<file path="src/design/frint_defines.svh">
// constants for the feedback restart interlock
//****************************************************************
//****************************************************************
`ifndef FRINT_DEFINES_SVH
`define FRINT_DEFINES_SVH
`define FRINT_CLK_HZ        25000000
`define FRINT_T_ON_MS       350
`define FRINT_T_OFF_MS      100
`define FRINT_ON_CYC  ((`FRINT_CLK_HZ / 1000) * `FRINT_T_ON_MS)
`define FRINT_OFF_CYC ((`FRINT_CLK_HZ / 1000) * `FRINT_T_OFF_MS)
`define FRINT_BLINK_CYC     6250000
`define FRINT_TMR_W         24
`define FRINT_SENSE_LAT     4
`define FRINT_ADDR_CTRL     4'h0
`define FRINT_ADDR_STAT     4'h1
`define FRINT_ADDR_IRQ      4'h2
`define FRINT_ADDR_MASK     4'h3
`define FRINT_CTRL_RST      8'h00
`define FRINT_B_FBEN        0
`define FRINT_B_MANUAL      1
`define FRINT_B_CODE_LO     2
`define FRINT_B_CODE_HI     3
`define FRINT_EV_W          4
`define FRINT_EV_FB         0
`define FRINT_EV_FAULT      1
`define FRINT_EV_SHORT      2
`define FRINT_EV_STOP       3
`define FRINT_CODE_NONE     2'h0
`endif

</file>
<file path="src/design/frint_pkg.sv">
// types for the feedback restart interlock
package frint_pkg;
  typedef enum logic [1:0] {
    FRINT_ST_OFF  = 2'b00,
    FRINT_ST_ON   = 2'b01,
    FRINT_ST_WAIT = 2'b11,
    FRINT_ST_LOCK = 2'b10
  } frint_state_e;
endpackage : frint_pkg

</file>
<file path="src/design/frint_sync.sv">
// three flip-flop input synchroniser with agreement filter
`timescale 1ns/1ps
module frint_sync
(
  input  wire logic i_clk,
  input  wire logic i_rst,
  input  wire logic i_d,
  output logic      o_q
);
  logic s1_reg;
  logic s2_reg;
  logic s3_reg;

  // chain; output follows once second and third stages agree
  always_ff @(posedge i_clk)
  begin
    if (i_rst)
    begin
      s1_reg <= 1'b0;
      s2_reg <= 1'b0;
      s3_reg <= 1'b0;
      o_q    <= 1'b0;
    end
    else
    begin
      s1_reg <= i_d;
      s2_reg <= s1_reg;
      s3_reg <= s2_reg;
      if (s2_reg == s3_reg)
        o_q <= s3_reg;
    end
  end
endmodule : frint_sync

</file>
<file path="src/design/frint_top.sv">
// feedback supervision and restart interlock of the receiver
//
// The Avalon-MM slave port and the address map were chosen for this implementation.
`timescale 1ns/1ps
`include "frint_defines.svh"
module frint_top
  import frint_pkg::*;
#(
  parameter int ON_CYC  = `FRINT_ON_CYC,
  parameter int OFF_CYC = `FRINT_OFF_CYC,
  parameter int BLINK_CYC = `FRINT_BLINK_CYC
)
(
  input  wire logic        I_CLK_SYS,
  input  wire logic        I_RST,
  input  wire logic [3:0]  I_AVS_ADDRESS,
  input  wire logic        I_AVS_READ,
  input  wire logic        I_AVS_WRITE,
  input  wire logic [31:0] I_AVS_WRITEDATA,
  output logic [31:0]      O_AVS_READDATA,
  output logic             O_AVS_WAITREQUEST,
  input  wire logic        I_FIELD_CLEAR,
  input  wire logic [1:0]  I_RX_BEAM_CODE,
  input  wire logic        I_INT_FAULT,
  input  wire logic        I_FEEDBACK,
  input  wire logic        I_START_BUTTON,
  input  wire logic        I_TEST_INPUT,
  input  wire logic        I_SENSE_A,
  input  wire logic        I_SENSE_B,
  output logic             O_SAFETY_OUTPUT_A,
  output logic             O_SAFETY_OUTPUT_B,
  output logic [1:0]       O_TX_BEAM_CODE,
  output logic [1:0]       O_CODE_LED,
  output logic             O_GREEN_A,
  output logic             O_RED_A,
  output logic             O_GREEN_B,
  output logic             O_RED_B,
  output logic             O_BLOCKED_INDICATOR,
  output logic             O_TX_BLOCKED_INDICATOR,
  output logic             O_TEST_MODE,
  output logic             O_TEST_LED,
  output logic             O_IRQ
);
  //**************************************************************
  // input synchronisers
  //**************************************************************
  logic fb_s;
  logic start_s;
  logic test_s;
  logic sense_a_s;
  logic sense_b_s;
  logic start_d_reg;
  logic start_edge;

  frint_sync u_sync_fb
    (.i_clk(I_CLK_SYS), .i_rst(I_RST), .i_d(I_FEEDBACK), .o_q(fb_s));
  frint_sync u_sync_start
    (.i_clk(I_CLK_SYS), .i_rst(I_RST), .i_d(I_START_BUTTON), .o_q(start_s));
  frint_sync u_sync_test
    (.i_clk(I_CLK_SYS), .i_rst(I_RST), .i_d(I_TEST_INPUT), .o_q(test_s));
  frint_sync u_sync_sa
    (.i_clk(I_CLK_SYS), .i_rst(I_RST), .i_d(I_SENSE_A), .o_q(sense_a_s));
  frint_sync u_sync_sb
    (.i_clk(I_CLK_SYS), .i_rst(I_RST), .i_d(I_SENSE_B), .o_q(sense_b_s));
  // start press detected on rising edge of the filtered button
  always_ff @(posedge I_CLK_SYS)
  begin
    if (I_RST)
      start_d_reg <= 1'b0;
    else
      start_d_reg <= start_s;
  end
  assign start_edge = start_s & ~start_d_reg;

  //**************************************************************
  // register slave
  //**************************************************************
  logic [7:0]              ctrl_reg;
  logic [`FRINT_EV_W-1:0]  irq_reg;
  logic [`FRINT_EV_W-1:0]  mask_reg;
  logic [`FRINT_EV_W-1:0]  ev;
  logic                    wr_ctrl;
  logic                    wr_irq;
  logic                    wr_mask;
  logic                    fb_en;
  logic                    manual;
  logic [1:0]              code;
  frint_state_e            state_reg;
  frint_state_e            state_next;
  logic                    outs_on;
  logic                    field_ok;
  logic                    short_det;
  logic                    rd_ack_reg;

  // reads stall one cycle so registered data stands at the take edge
  assign O_AVS_WAITREQUEST = I_AVS_READ & ~rd_ack_reg;
  assign wr_ctrl = I_AVS_WRITE & (I_AVS_ADDRESS == `FRINT_ADDR_CTRL);
  assign wr_irq  = I_AVS_WRITE & (I_AVS_ADDRESS == `FRINT_ADDR_IRQ);
  assign wr_mask = I_AVS_WRITE & (I_AVS_ADDRESS == `FRINT_ADDR_MASK);
  assign fb_en   = ctrl_reg[`FRINT_B_FBEN];
  assign manual  = ctrl_reg[`FRINT_B_MANUAL];
  assign code    = ctrl_reg[`FRINT_B_CODE_HI:`FRINT_B_CODE_LO];

  // configuration: feedback off, automatic, code zero after reset
  always_ff @(posedge I_CLK_SYS)
  begin
    if (I_RST)
      ctrl_reg <= `FRINT_CTRL_RST;
    else if (wr_ctrl)
      ctrl_reg <= I_AVS_WRITEDATA[7:0];
  end

  // sticky events, set wins over write-one-to-clear
  always_ff @(posedge I_CLK_SYS)
  begin
    if (I_RST)
      irq_reg <= '0;
    else if (wr_irq)
      irq_reg <= (irq_reg & ~I_AVS_WRITEDATA[`FRINT_EV_W-1:0]) | ev;
    else
      irq_reg <= irq_reg | ev;
  end

  always_ff @(posedge I_CLK_SYS)
  begin
    if (I_RST)
      mask_reg <= '0;
    else if (wr_mask)
      mask_reg <= I_AVS_WRITEDATA[`FRINT_EV_W-1:0];
  end

  // read data registered; unmapped offsets read zero; one wait state
  always_ff @(posedge I_CLK_SYS)
  begin
    if (I_RST)
    begin
      O_AVS_READDATA <= '0;
      rd_ack_reg     <= 1'b0;
    end
    else
    begin
      rd_ack_reg <= I_AVS_READ & ~rd_ack_reg;
      if (I_AVS_READ)
      begin
        unique case (I_AVS_ADDRESS)
          `FRINT_ADDR_CTRL: O_AVS_READDATA <= {24'h0, ctrl_reg};
          `FRINT_ADDR_STAT: O_AVS_READDATA <= {26'h0, short_det, fb_s,
                                               field_ok, outs_on,
                                               state_reg};
          `FRINT_ADDR_IRQ:  O_AVS_READDATA <= {28'h0, irq_reg};
          `FRINT_ADDR_MASK: O_AVS_READDATA <= {28'h0, mask_reg};
          default:          O_AVS_READDATA <= '0;
        endcase
      end
    end
  end
  assign O_IRQ = |(irq_reg & mask_reg);

  //**************************************************************
  // beam coding
  //**************************************************************
  // sender marks beams; receiver accepts only when codes match
  assign O_TX_BEAM_CODE = code;
  assign O_CODE_LED     = code;
  assign field_ok = I_FIELD_CLEAR & (I_RX_BEAM_CODE == code)
                  & (code != 2'h3);

  //**************************************************************
  // feedback window timer
  //**************************************************************
  logic                    outs_d_reg;
  logic [`FRINT_TMR_W-1:0] tmr_reg;
  logic                    tmr_run_reg;
  logic                    fb_err;
  logic                    fb_err_d_reg;
  // previous output state and mismatch, for edge detection
  always_ff @(posedge I_CLK_SYS)
  begin
    if (I_RST)
    begin
      outs_d_reg   <= 1'b0;
      fb_err_d_reg <= 1'b0;
    end
    else
    begin
      outs_d_reg   <= outs_on;
      fb_err_d_reg <= fb_err;
    end
  end
  // restart on each edge; on-window or off-window length
  always_ff @(posedge I_CLK_SYS)
  begin
    if (I_RST)
    begin
      tmr_reg     <= '0;
      tmr_run_reg <= 1'b0;
    end
    else if (outs_on != outs_d_reg)
    begin
      tmr_run_reg <= 1'b1;
      tmr_reg <= outs_on ? `FRINT_TMR_W'(ON_CYC - 1)
                         : `FRINT_TMR_W'(OFF_CYC - 1);
    end
    else if (tmr_run_reg && tmr_reg != '0)
      tmr_reg <= tmr_reg - 1'b1;
    else
      tmr_run_reg <= 1'b0;
  end

  // mismatch: feedback equal to output level after window
  assign fb_err = fb_en & ~tmr_run_reg & (fb_s == outs_d_reg)
                & (outs_on == outs_d_reg);

  //**************************************************************
  // short detection
  //**************************************************************
  logic [`FRINT_SENSE_LAT-1:0] drv_dly_reg;
  // read-back against drive delayed by the synchroniser latency
  assign short_det = (sense_a_s != drv_dly_reg[`FRINT_SENSE_LAT-1])
                   | (sense_b_s != drv_dly_reg[`FRINT_SENSE_LAT-1]);

  //**************************************************************
  // interlock state machine
  //**************************************************************
  logic fault_latch_reg;

  // internal fault locks until power cycle (reset)
  always_ff @(posedge I_CLK_SYS)
  begin
    if (I_RST)
      fault_latch_reg <= 1'b0;
    else if (I_INT_FAULT)
      fault_latch_reg <= 1'b1;
  end

  always_comb
  begin
    state_next = state_reg;
    unique case (state_reg)
      FRINT_ST_OFF:
        if (field_ok && !short_det)
          state_next = manual ? FRINT_ST_WAIT : FRINT_ST_ON;
      FRINT_ST_ON:
        if (!field_ok || short_det || fb_err)
          state_next = FRINT_ST_OFF;
      FRINT_ST_WAIT:
        if (!field_ok || short_det)
          state_next = FRINT_ST_OFF;
        else if (start_edge)
          state_next = FRINT_ST_ON;
      FRINT_ST_LOCK:
        state_next = FRINT_ST_LOCK;
    endcase
    if (fault_latch_reg || I_INT_FAULT)
      state_next = FRINT_ST_LOCK;
  end

  always_ff @(posedge I_CLK_SYS)
  begin
    if (I_RST)
      state_reg <= FRINT_ST_OFF;
    else
      state_reg <= state_next;
  end

  assign outs_on = (state_reg == FRINT_ST_ON);

  // events for the sticky status
  assign ev[`FRINT_EV_FB]    = fb_err & ~fb_err_d_reg;
  assign ev[`FRINT_EV_FAULT] = I_INT_FAULT & ~fault_latch_reg;
  assign ev[`FRINT_EV_SHORT] = short_det & outs_on;
  assign ev[`FRINT_EV_STOP]  = outs_on & (state_next != FRINT_ST_ON);

  //**************************************************************
  // outputs and indication
  //**************************************************************
  logic [22:0] blink_cnt_reg;
  logic        blink_reg;

  // blink divider for the blocked indicator
  always_ff @(posedge I_CLK_SYS)
  begin
    if (I_RST)
    begin
      blink_cnt_reg <= '0;
      blink_reg     <= 1'b0;
    end
    else if (blink_cnt_reg == 23'(BLINK_CYC - 1))
    begin
      blink_cnt_reg <= '0;
      blink_reg     <= ~blink_reg;
    end
    else
      blink_cnt_reg <= blink_cnt_reg + 1'b1;
  end

  // registered drives and indicators
  always_ff @(posedge I_CLK_SYS)
  begin
    if (I_RST)
    begin
      O_SAFETY_OUTPUT_A      <= 1'b0;
      O_SAFETY_OUTPUT_B      <= 1'b0;
      O_GREEN_A              <= 1'b0;
      O_RED_A                <= 1'b1;
      O_GREEN_B              <= 1'b0;
      O_RED_B                <= 1'b1;
      O_BLOCKED_INDICATOR    <= 1'b0;
      O_TX_BLOCKED_INDICATOR <= 1'b0;
      O_TEST_MODE            <= 1'b1;
      O_TEST_LED             <= 1'b1;
      drv_dly_reg            <= '0;
    end
    else
    begin
      O_SAFETY_OUTPUT_A <= outs_on;
      O_SAFETY_OUTPUT_B <= outs_on;
      O_GREEN_A <= outs_on;
      O_RED_A   <= ~outs_on;
      O_GREEN_B <= outs_on;
      O_RED_B   <= ~outs_on;
      O_BLOCKED_INDICATOR <= (state_reg == FRINT_ST_WAIT)
                           & blink_reg;
      O_TX_BLOCKED_INDICATOR <= ~I_FIELD_CLEAR;
      O_TEST_MODE <= ~test_s;
      O_TEST_LED  <= ~test_s;
      drv_dly_reg <= {drv_dly_reg[`FRINT_SENSE_LAT-2:0], O_SAFETY_OUTPUT_A};
    end
  end
endmodule : frint_top

</file>
<file path="config.mk">
export PLATFORM = sky130hd
export DESIGN_NAME = frint_top
export DESIGN_NICKNAME = d
export VERILOG_FILES = /design/src/design/frint_pkg.sv /design/src/design/frint_sync.sv /design/src/design/frint_top.sv
export VERILOG_INCLUDE_DIRS = /design/src /design/src/design
export SDC_FILE = /design/constraint.sdc
export NUM_CORES = 1
export LEC_CHECK = 0
export BUFFER_PORTS_ARGS = -buffer_cell sky130_fd_sc_hd__buf_2
export CAP_MARGIN = 15
export CORE_UTILIZATION = 55
export DETAILED_ROUTE_END_ITERATION = 10
export PLACE_DENSITY = 0.83
export SETUP_SLACK_MARGIN = 0.05
export SLEW_MARGIN = 20
export SYNTH_ARGS = -nofsm -noshare
export SYNTH_HDL_FRONTEND = slang
export SYNTH_SLANG_ARGS = --single-unit
</file>
<file path="constraint.sdc">
create_clock -name I_CLK_SYS -period 6.8 [get_ports I_CLK_SYS]
set_clock_uncertainty 0.15 [all_clocks]
set_input_delay 0 -clock I_CLK_SYS [delete_from_list [all_inputs] [get_ports I_CLK_SYS]]
set_output_delay 0 -clock I_CLK_SYS [all_outputs]
set_load 0.02 [all_outputs]
</file>
==> results of run 1 <==
-- stage by stage --
stage | worst slack [ns] | cell area [um^2] | utilization
floorplan | 4.66 | 4880 | -
global placement | 4.37 | 4920 | 0.590
detailed placement | 4.24 | 4920 | 0.590
CTS | 4.18 | 5450 | 0.653
global route | 3.84 | 5450 | 0.653
finish | 4.14 | 5450 | 0.653
-- cell type report --
cell class,instances,area (um^2)
Clock inverter,4,55.1
Fill cell,635,2890
Multi-Input combinational cell,388,2330
Timing Repair Buffer,82,576
Sequential cell,108,2160
Inverter,12,45.0
Tap cell,105,131
Clock buffer,11,151
-- worst paths after layout --
check / endpoint / slack, ns / cells after the start
worst max-delay path: tmr_reg[7] / 4.14 / 7
worst min-delay path: state_reg[0] / 0.07 / 5
worst max register to register: tmr_reg[7] / 4.14 / 7
worst min register to register: O_TEST_LED / 0.29 / 1
-- cells in the mapped netlist, types with 15 or more instances --
cell | instances | area [um^2]
dfxtp_1 | 108 | 2160
nor2_1 | 60 | 225
nand2_1 | 38 | 143
buf_4 | 35 | 263
nand3_1 | 30 | 150
a21oi_1 | 27 | 135
nor2b_1 | 25 | 156
xnor2_1 | 24 | 210
o21ai_0 | 17 | 85.1
xor2_1 | 16 | 140
nor3_1 | 15 | 75.1
-- per-layer routing --
metal,vias up,share of wire,global-route usage
li1,1930,-,-
met1,1790,0.43,0.276
met2,148,0.49,0.397
met3,27,0.060,0.0542
met4,0,0.027,0.110
met5,-,0,0
-- power groups by stage --
stage | combinational, mW | clock [mW] | sequential (mW)
2_1_floorplan | 0.0635 | 0 | 0.662
3_3_place_gp | 0.0675 | 0 | 0.663
3_5_place_dp | 0.0686 | 0 | 0.664
4_1_cts | 0.0792 | 0.410 | 0.649
5_1_grt | 0.0890 | 0.437 | 0.650
6_report | 0.0810 | 0.402 | 0.649
-- repair_timing --
item,in CTS,in global routing
hold endpoints to repair,34,0
hold buffers,32,0
resized for setup,0,0
setup endpoints to repair,0,0
-- cell families after synthesis --
group	Yosys count
other	1
xor gates and xnor gates	40
muxes	9
adders and majority gates	2
AOI/OAI and AO/OA	76
and+or+nand+nor	237
buffers and inverters	64
DFF	108
-- worst register-to-register path: cells and delay by family, from the launching register on --
kind                     cells  cell delay (ns)
AND/OR/NAND/NOR              2             0.96
AO/OA/AOI/OAI                3             0.86
flip-flops                   1             0.34
adder cells (fa/ha/maj)      1             0.21
buffers and inverters        1             0.09
==> impl_metrics.tcl, run 1 <==
set metrics [dict create \
    first_global_vias 3721 \
    ir_drop_mv 0.133 \
    synth-simple-area-share 0.264 \
    tritoncts "built" \
    ys_seq_area_frac 0.451 \
    synthCells 537 \
    period_share 0.392 \
    die_w_um 95.3 \
    synthArstFlopShare 0 \
    synth-xor-area-share 0.0731 \
    pwr-share-comb 0.072 \
    dp_cells 663 \
    rr_startpoint "tmr_reg[0]" \
    critical_path_class "flip-flop to flip-flop" \
    grt-ovfl-total 0 \
    worst-path-max-fanout 7 \
    hold_ws_ns 0.0672 \
    antenna_found_initial 0 \
    crit_path_max_incr_delay_ns 0.63 \
    area_growth_pct 13.7 \
    synth_edf_count 0 \
    grt_max_degree 74 \
    cp_num_buf_inv 1 \
    status "finished clean" \
    via_per_inst 5.49 \
    drt_wl_total_um 10100 \
    antenna_cells 0 \
    p_per_area_nw_per_um2 208 \
    swShare 0.237 \
    power.leakage_nw 2.08 \
    drv_slew 0 \
    fin_setup_tns_ns 0 \
    layout_common_cells "dfxtp_1 (108), nor2_1 (60), buf_2 (48)" \
    critPathTopFamily "simple AND/OR/NAND/NOR gates" \
    htreeDepth 3 \
    root_buffer "clkbuf_8" \
    clock_sinks 108 \
    core_um2 8340 \
    rsz0062_at_grt "no" \
    crit_chain "inv_1 -> ha_1 -> nor3b_1 -> nand3_1 -> o21ai_1 -> o21ai_0 -> a31oi_1" \
    numCtsBuffers 9 \
    die_height_um 95.3 \
    p_int_uw 864 \
    period_minus_slack_ns 2.66 \
    p_switching_uw 269 \
    p_total_mw 1.13 \
    firstDrtPassIters 5 \
    num_vias 3895 \
    clkTransAtPathRegs_ns 0.10 \
    drt_iter0_markers 209 \
    clkPwrFrac 0.355 \
    dp.final_hpwl_um 6490 \
    maxCapViolCount 0 \
    ant_nets 0 \
    drc 0 \
    initial_core_util 0.574 \
    post_drt_wl_per_cell_um 14.2 \
    slew_headroom 0.461 \
    yosys.cell_types.count 63 \
    final_common_cell "dfxtp_1" \
    critPathSlowestCell "nor3b_1" \
    gp_congestion 0.852 \
    ys.flop_type "dfxtp_1" \
    clkLatencyLatePin_ns 0.37 \
    cts_setup_buffers 0 \
    fin_cells 710 \
    worstHoldStart "I_RX_BEAM_CODE[1]" \
    clk_path_buf_depth 2 \
    synth_fa_ha_area_frac 0.00522 \
    setup_viol 0 \
    crit_arrival_ns 2.81 \
    die_area_um2 9090 \
    worstMarginPinSlew_ns 0.803 \
    rows 33 \
    final_nets 652 \
    crit_required_ns 6.94 \
    hp-class "primary input to flip-flop" \
    ios 97 \
    gr-usage-all-layers 0.233 \
    crit_path_start_kind "flip-flop" \
    endpoint_kind "flip-flop" \
    muxShareOfSynthArea 0.0295 \
    synth_top_family_by_area "simple AND/OR/NAND/NOR gates" \
    drive_gt1_frac 0.136 \
    synth-seq-cells 108 \
    grt_pass1_wl_um 16500 \
    mappedNetlistArea_um2 4790 \
    hold_viol_final 0 \
    p_seq_frac 0.573 \
    yosysWarningCount 0 \
    synth_compound_area_frac 0.0954 \
    syn_avg_cell_area_um2 8.92 \
    largest_reg_flops 24 \
    startpoint "tmr_reg[0]" \
    portBuffers 48 \
    fmax_ghz 0.375 \
]
No activity file was read; power rests on OpenSTA's default activity.
==> inputs of run 2 (changes only) <==
- CORE_UTILIZATION: 55 -> 49
- PLACE_DENSITY: 0.83 -> 0.78
- clock period: 6.8 -> 2.3 ns (I/O delays scaled with it)
==> impl_metrics.tcl, run 2 (synthesis results as in run 1) <==
set metrics [dict create \
    critPathSlowestCell "or4bb_4" \
    layout_common_cells "dfxtp_1 (106), nor2_1 (60), buf_2 (48)" \
    grt_max_degree 27 \
    drt_wl_total_um 10500 \
    drive_gt1_frac 0.163 \
    tritoncts "built" \
    worstMarginPinSlew_ns 0.529 \
    initial_core_util 0.511 \
    gp_congestion 0.857 \
    crit_chain "inv_2 -> ha_4 -> or4bb_4 -> nor3_4 -> nand3_2 -> or4_1 -> a31oi_1" \
    p_total_mw 3.34 \
    numCtsBuffers 9 \
    critical_path_class "flip-flop to flip-flop" \
    crit_path_start_kind "flip-flop" \
    status "finished clean" \
    die_area_um2 10200 \
    grt_pass1_wl_um 16900 \
    hp-class "primary input to flip-flop" \
    ios 97 \
    firstDrtPassIters 4 \
    grt-ovfl-total 0 \
    antenna_found_initial 0 \
    hold_viol_final 0 \
    p_per_area_nw_per_um2 594 \
    fin_ws_ns 0.121 \
    worstReg2RegEnd "tmr_reg[18]" \
    final_common_cell "dfxtp_1" \
    final_area_um2 5620 \
    clock_sinks 108 \
    endpoint_kind "flip-flop" \
    die_height_um 101 \
    drt_iter0_markers 213 \
    crit_path_max_incr_delay_ns 0.55 \
    place_area_um2 5030 \
    maxCapViolCount 0 \
    reg2reg_depth 7 \
    crit_arrival_ns 2.33 \
    core_um2 9370 \
    portBuffers 48 \
    min_delay_path_depth 4 \
    area_growth_pct 17.4 \
    crit_required_ns 2.45 \
    period_minus_slack_ns 2.18 \
    drc 0 \
    die_w_um 101 \
    num_vias 3996 \
    fin_setup_tns_ns 0 \
    setup_viol 0 \
    clkTransAtPathRegs_ns 0.11 \
    rows 35 \
    clk_path_buf_depth 2 \
    final_nets 666 \
    rsz0062_at_grt "no" \
    antenna_cells 0 \
    worstHoldStart "I_AVS_ADDRESS[0]" \
    first_global_vias 3721 \
    drv_slew 0 \
    largest_reg_flops 24 \
    period_share 0.947 \
    worst-path-max-fanout 4 \
    clkLatencyLatePin_ns 0.38 \
    power.leakage_nw 2.16 \
    rr_startpoint "tmr_reg[1]" \
    ir_drop_mv 0.302 \
    fmax_ghz 0.459 \
    root_buffer "clkbuf_8" \
    place_ws_ns 0.00665 \
    gr-usage-all-layers 0.209 \
    hold-path-endpoint "O_AVS_READDATA[5]" \
    post_drt_wl_per_cell_um 14.1 \
    slew_headroom 0.643 \
    via_per_inst 5.34 \
    r2r_setup_slack_ns 0.12 \
    dp.final_hpwl_um 6710 \
    hold_ws_ns 0.0295 \
    ant_nets 0 \
    htreeDepth 3 \
]
run 2: cell types whose count changed in the layout (fill, tap and decap cells not counted), sizes merged:
cell	before	now
bufinv	1	0
clkbuf	11	10
dlygate4sd3	32	35
clkinvlp	1	0
buf	50	61
inv	14	16
clkinv	0	2
run 2: stage by stage:
step | cells | utilization
finish | 749 | 0.600
global route | 749 | 0.600
CTS | 748 | 0.598
detailed placement | 696 | 0.537
global placement | 696 | 0.537
floorplan | 560 | -
run 2: power by group:
part / switching [mW] / internal, mW
clock network: 0.712 / 0.455
registers: 0.0212 / 1.90
logic: 0.153 / 0.102
total: 0.886 / 2.45
run 2: worst max-delay path, delay by kind of cell, from the launching register on:
| kind | cells | cell delay [ns] |
|---|---|---|
| AOI/OAI and AO/OA | 1 | 0.13 |
| adders and majority gates | 1 | 0.15 |
| buffers and inverters | 1 | 0.09 |
| DFF | 1 | 0.35 |
| and+or+nand+nor | 4 | 1.25 |
run 2: worst max path at each step:
stage          cells after the start           endpoint        startpoint  slack (ns)
5_1_grt                            7  O_AVS_READDATA[4]  I_AVS_ADDRESS[1]        0.05
3_3_place_gp                       7        tmr_reg[18]        tmr_reg[0]        0.10
6_report                           7        tmr_reg[18]        tmr_reg[1]        0.12
3_5_place_dp                       7        tmr_reg[18]        tmr_reg[0]       0.007
4_1_cts                            5         tmr_reg[1]       tmr_reg[16]        0.05
2_1_floorplan                      7        tmr_reg[18]        tmr_reg[0]        0.16
run 2: final cells by class:
type                    count  area [um^2]
fillers                   782         3750
multi-input cells         388         2350
flip-flops and latches    108         2170
repair buffers             96          701
well taps                 129          161
clock buffers              10          138
clock inverters             6         62.6
inverters                  12         45.0
run 2: per-layer routing:
layer / wire (um) / vias to the layer above / global-route usage
li1: - / 1966 / -
met5: 0 / - / 0
met2: 5280 / 129 / 0.369
met1: 4450 / 1872 / 0.245
met3: 513 / 29 / 0.0388
met4: 279 / 0 / 0.0992
run 2: what timing repair did:
| action | 4_1_cts | 5_1_grt |
|---|---|---|
| setup endpoints to repair | 1 | 5 |
| gates resized for setup | 5 | 4 |
| buffers inserted | 1 | 1 |
| endpoints found under the hold margin | 45 | 0 |
| pin swaps | 3 | 3 |
| hold buffers | 35 | 0 |
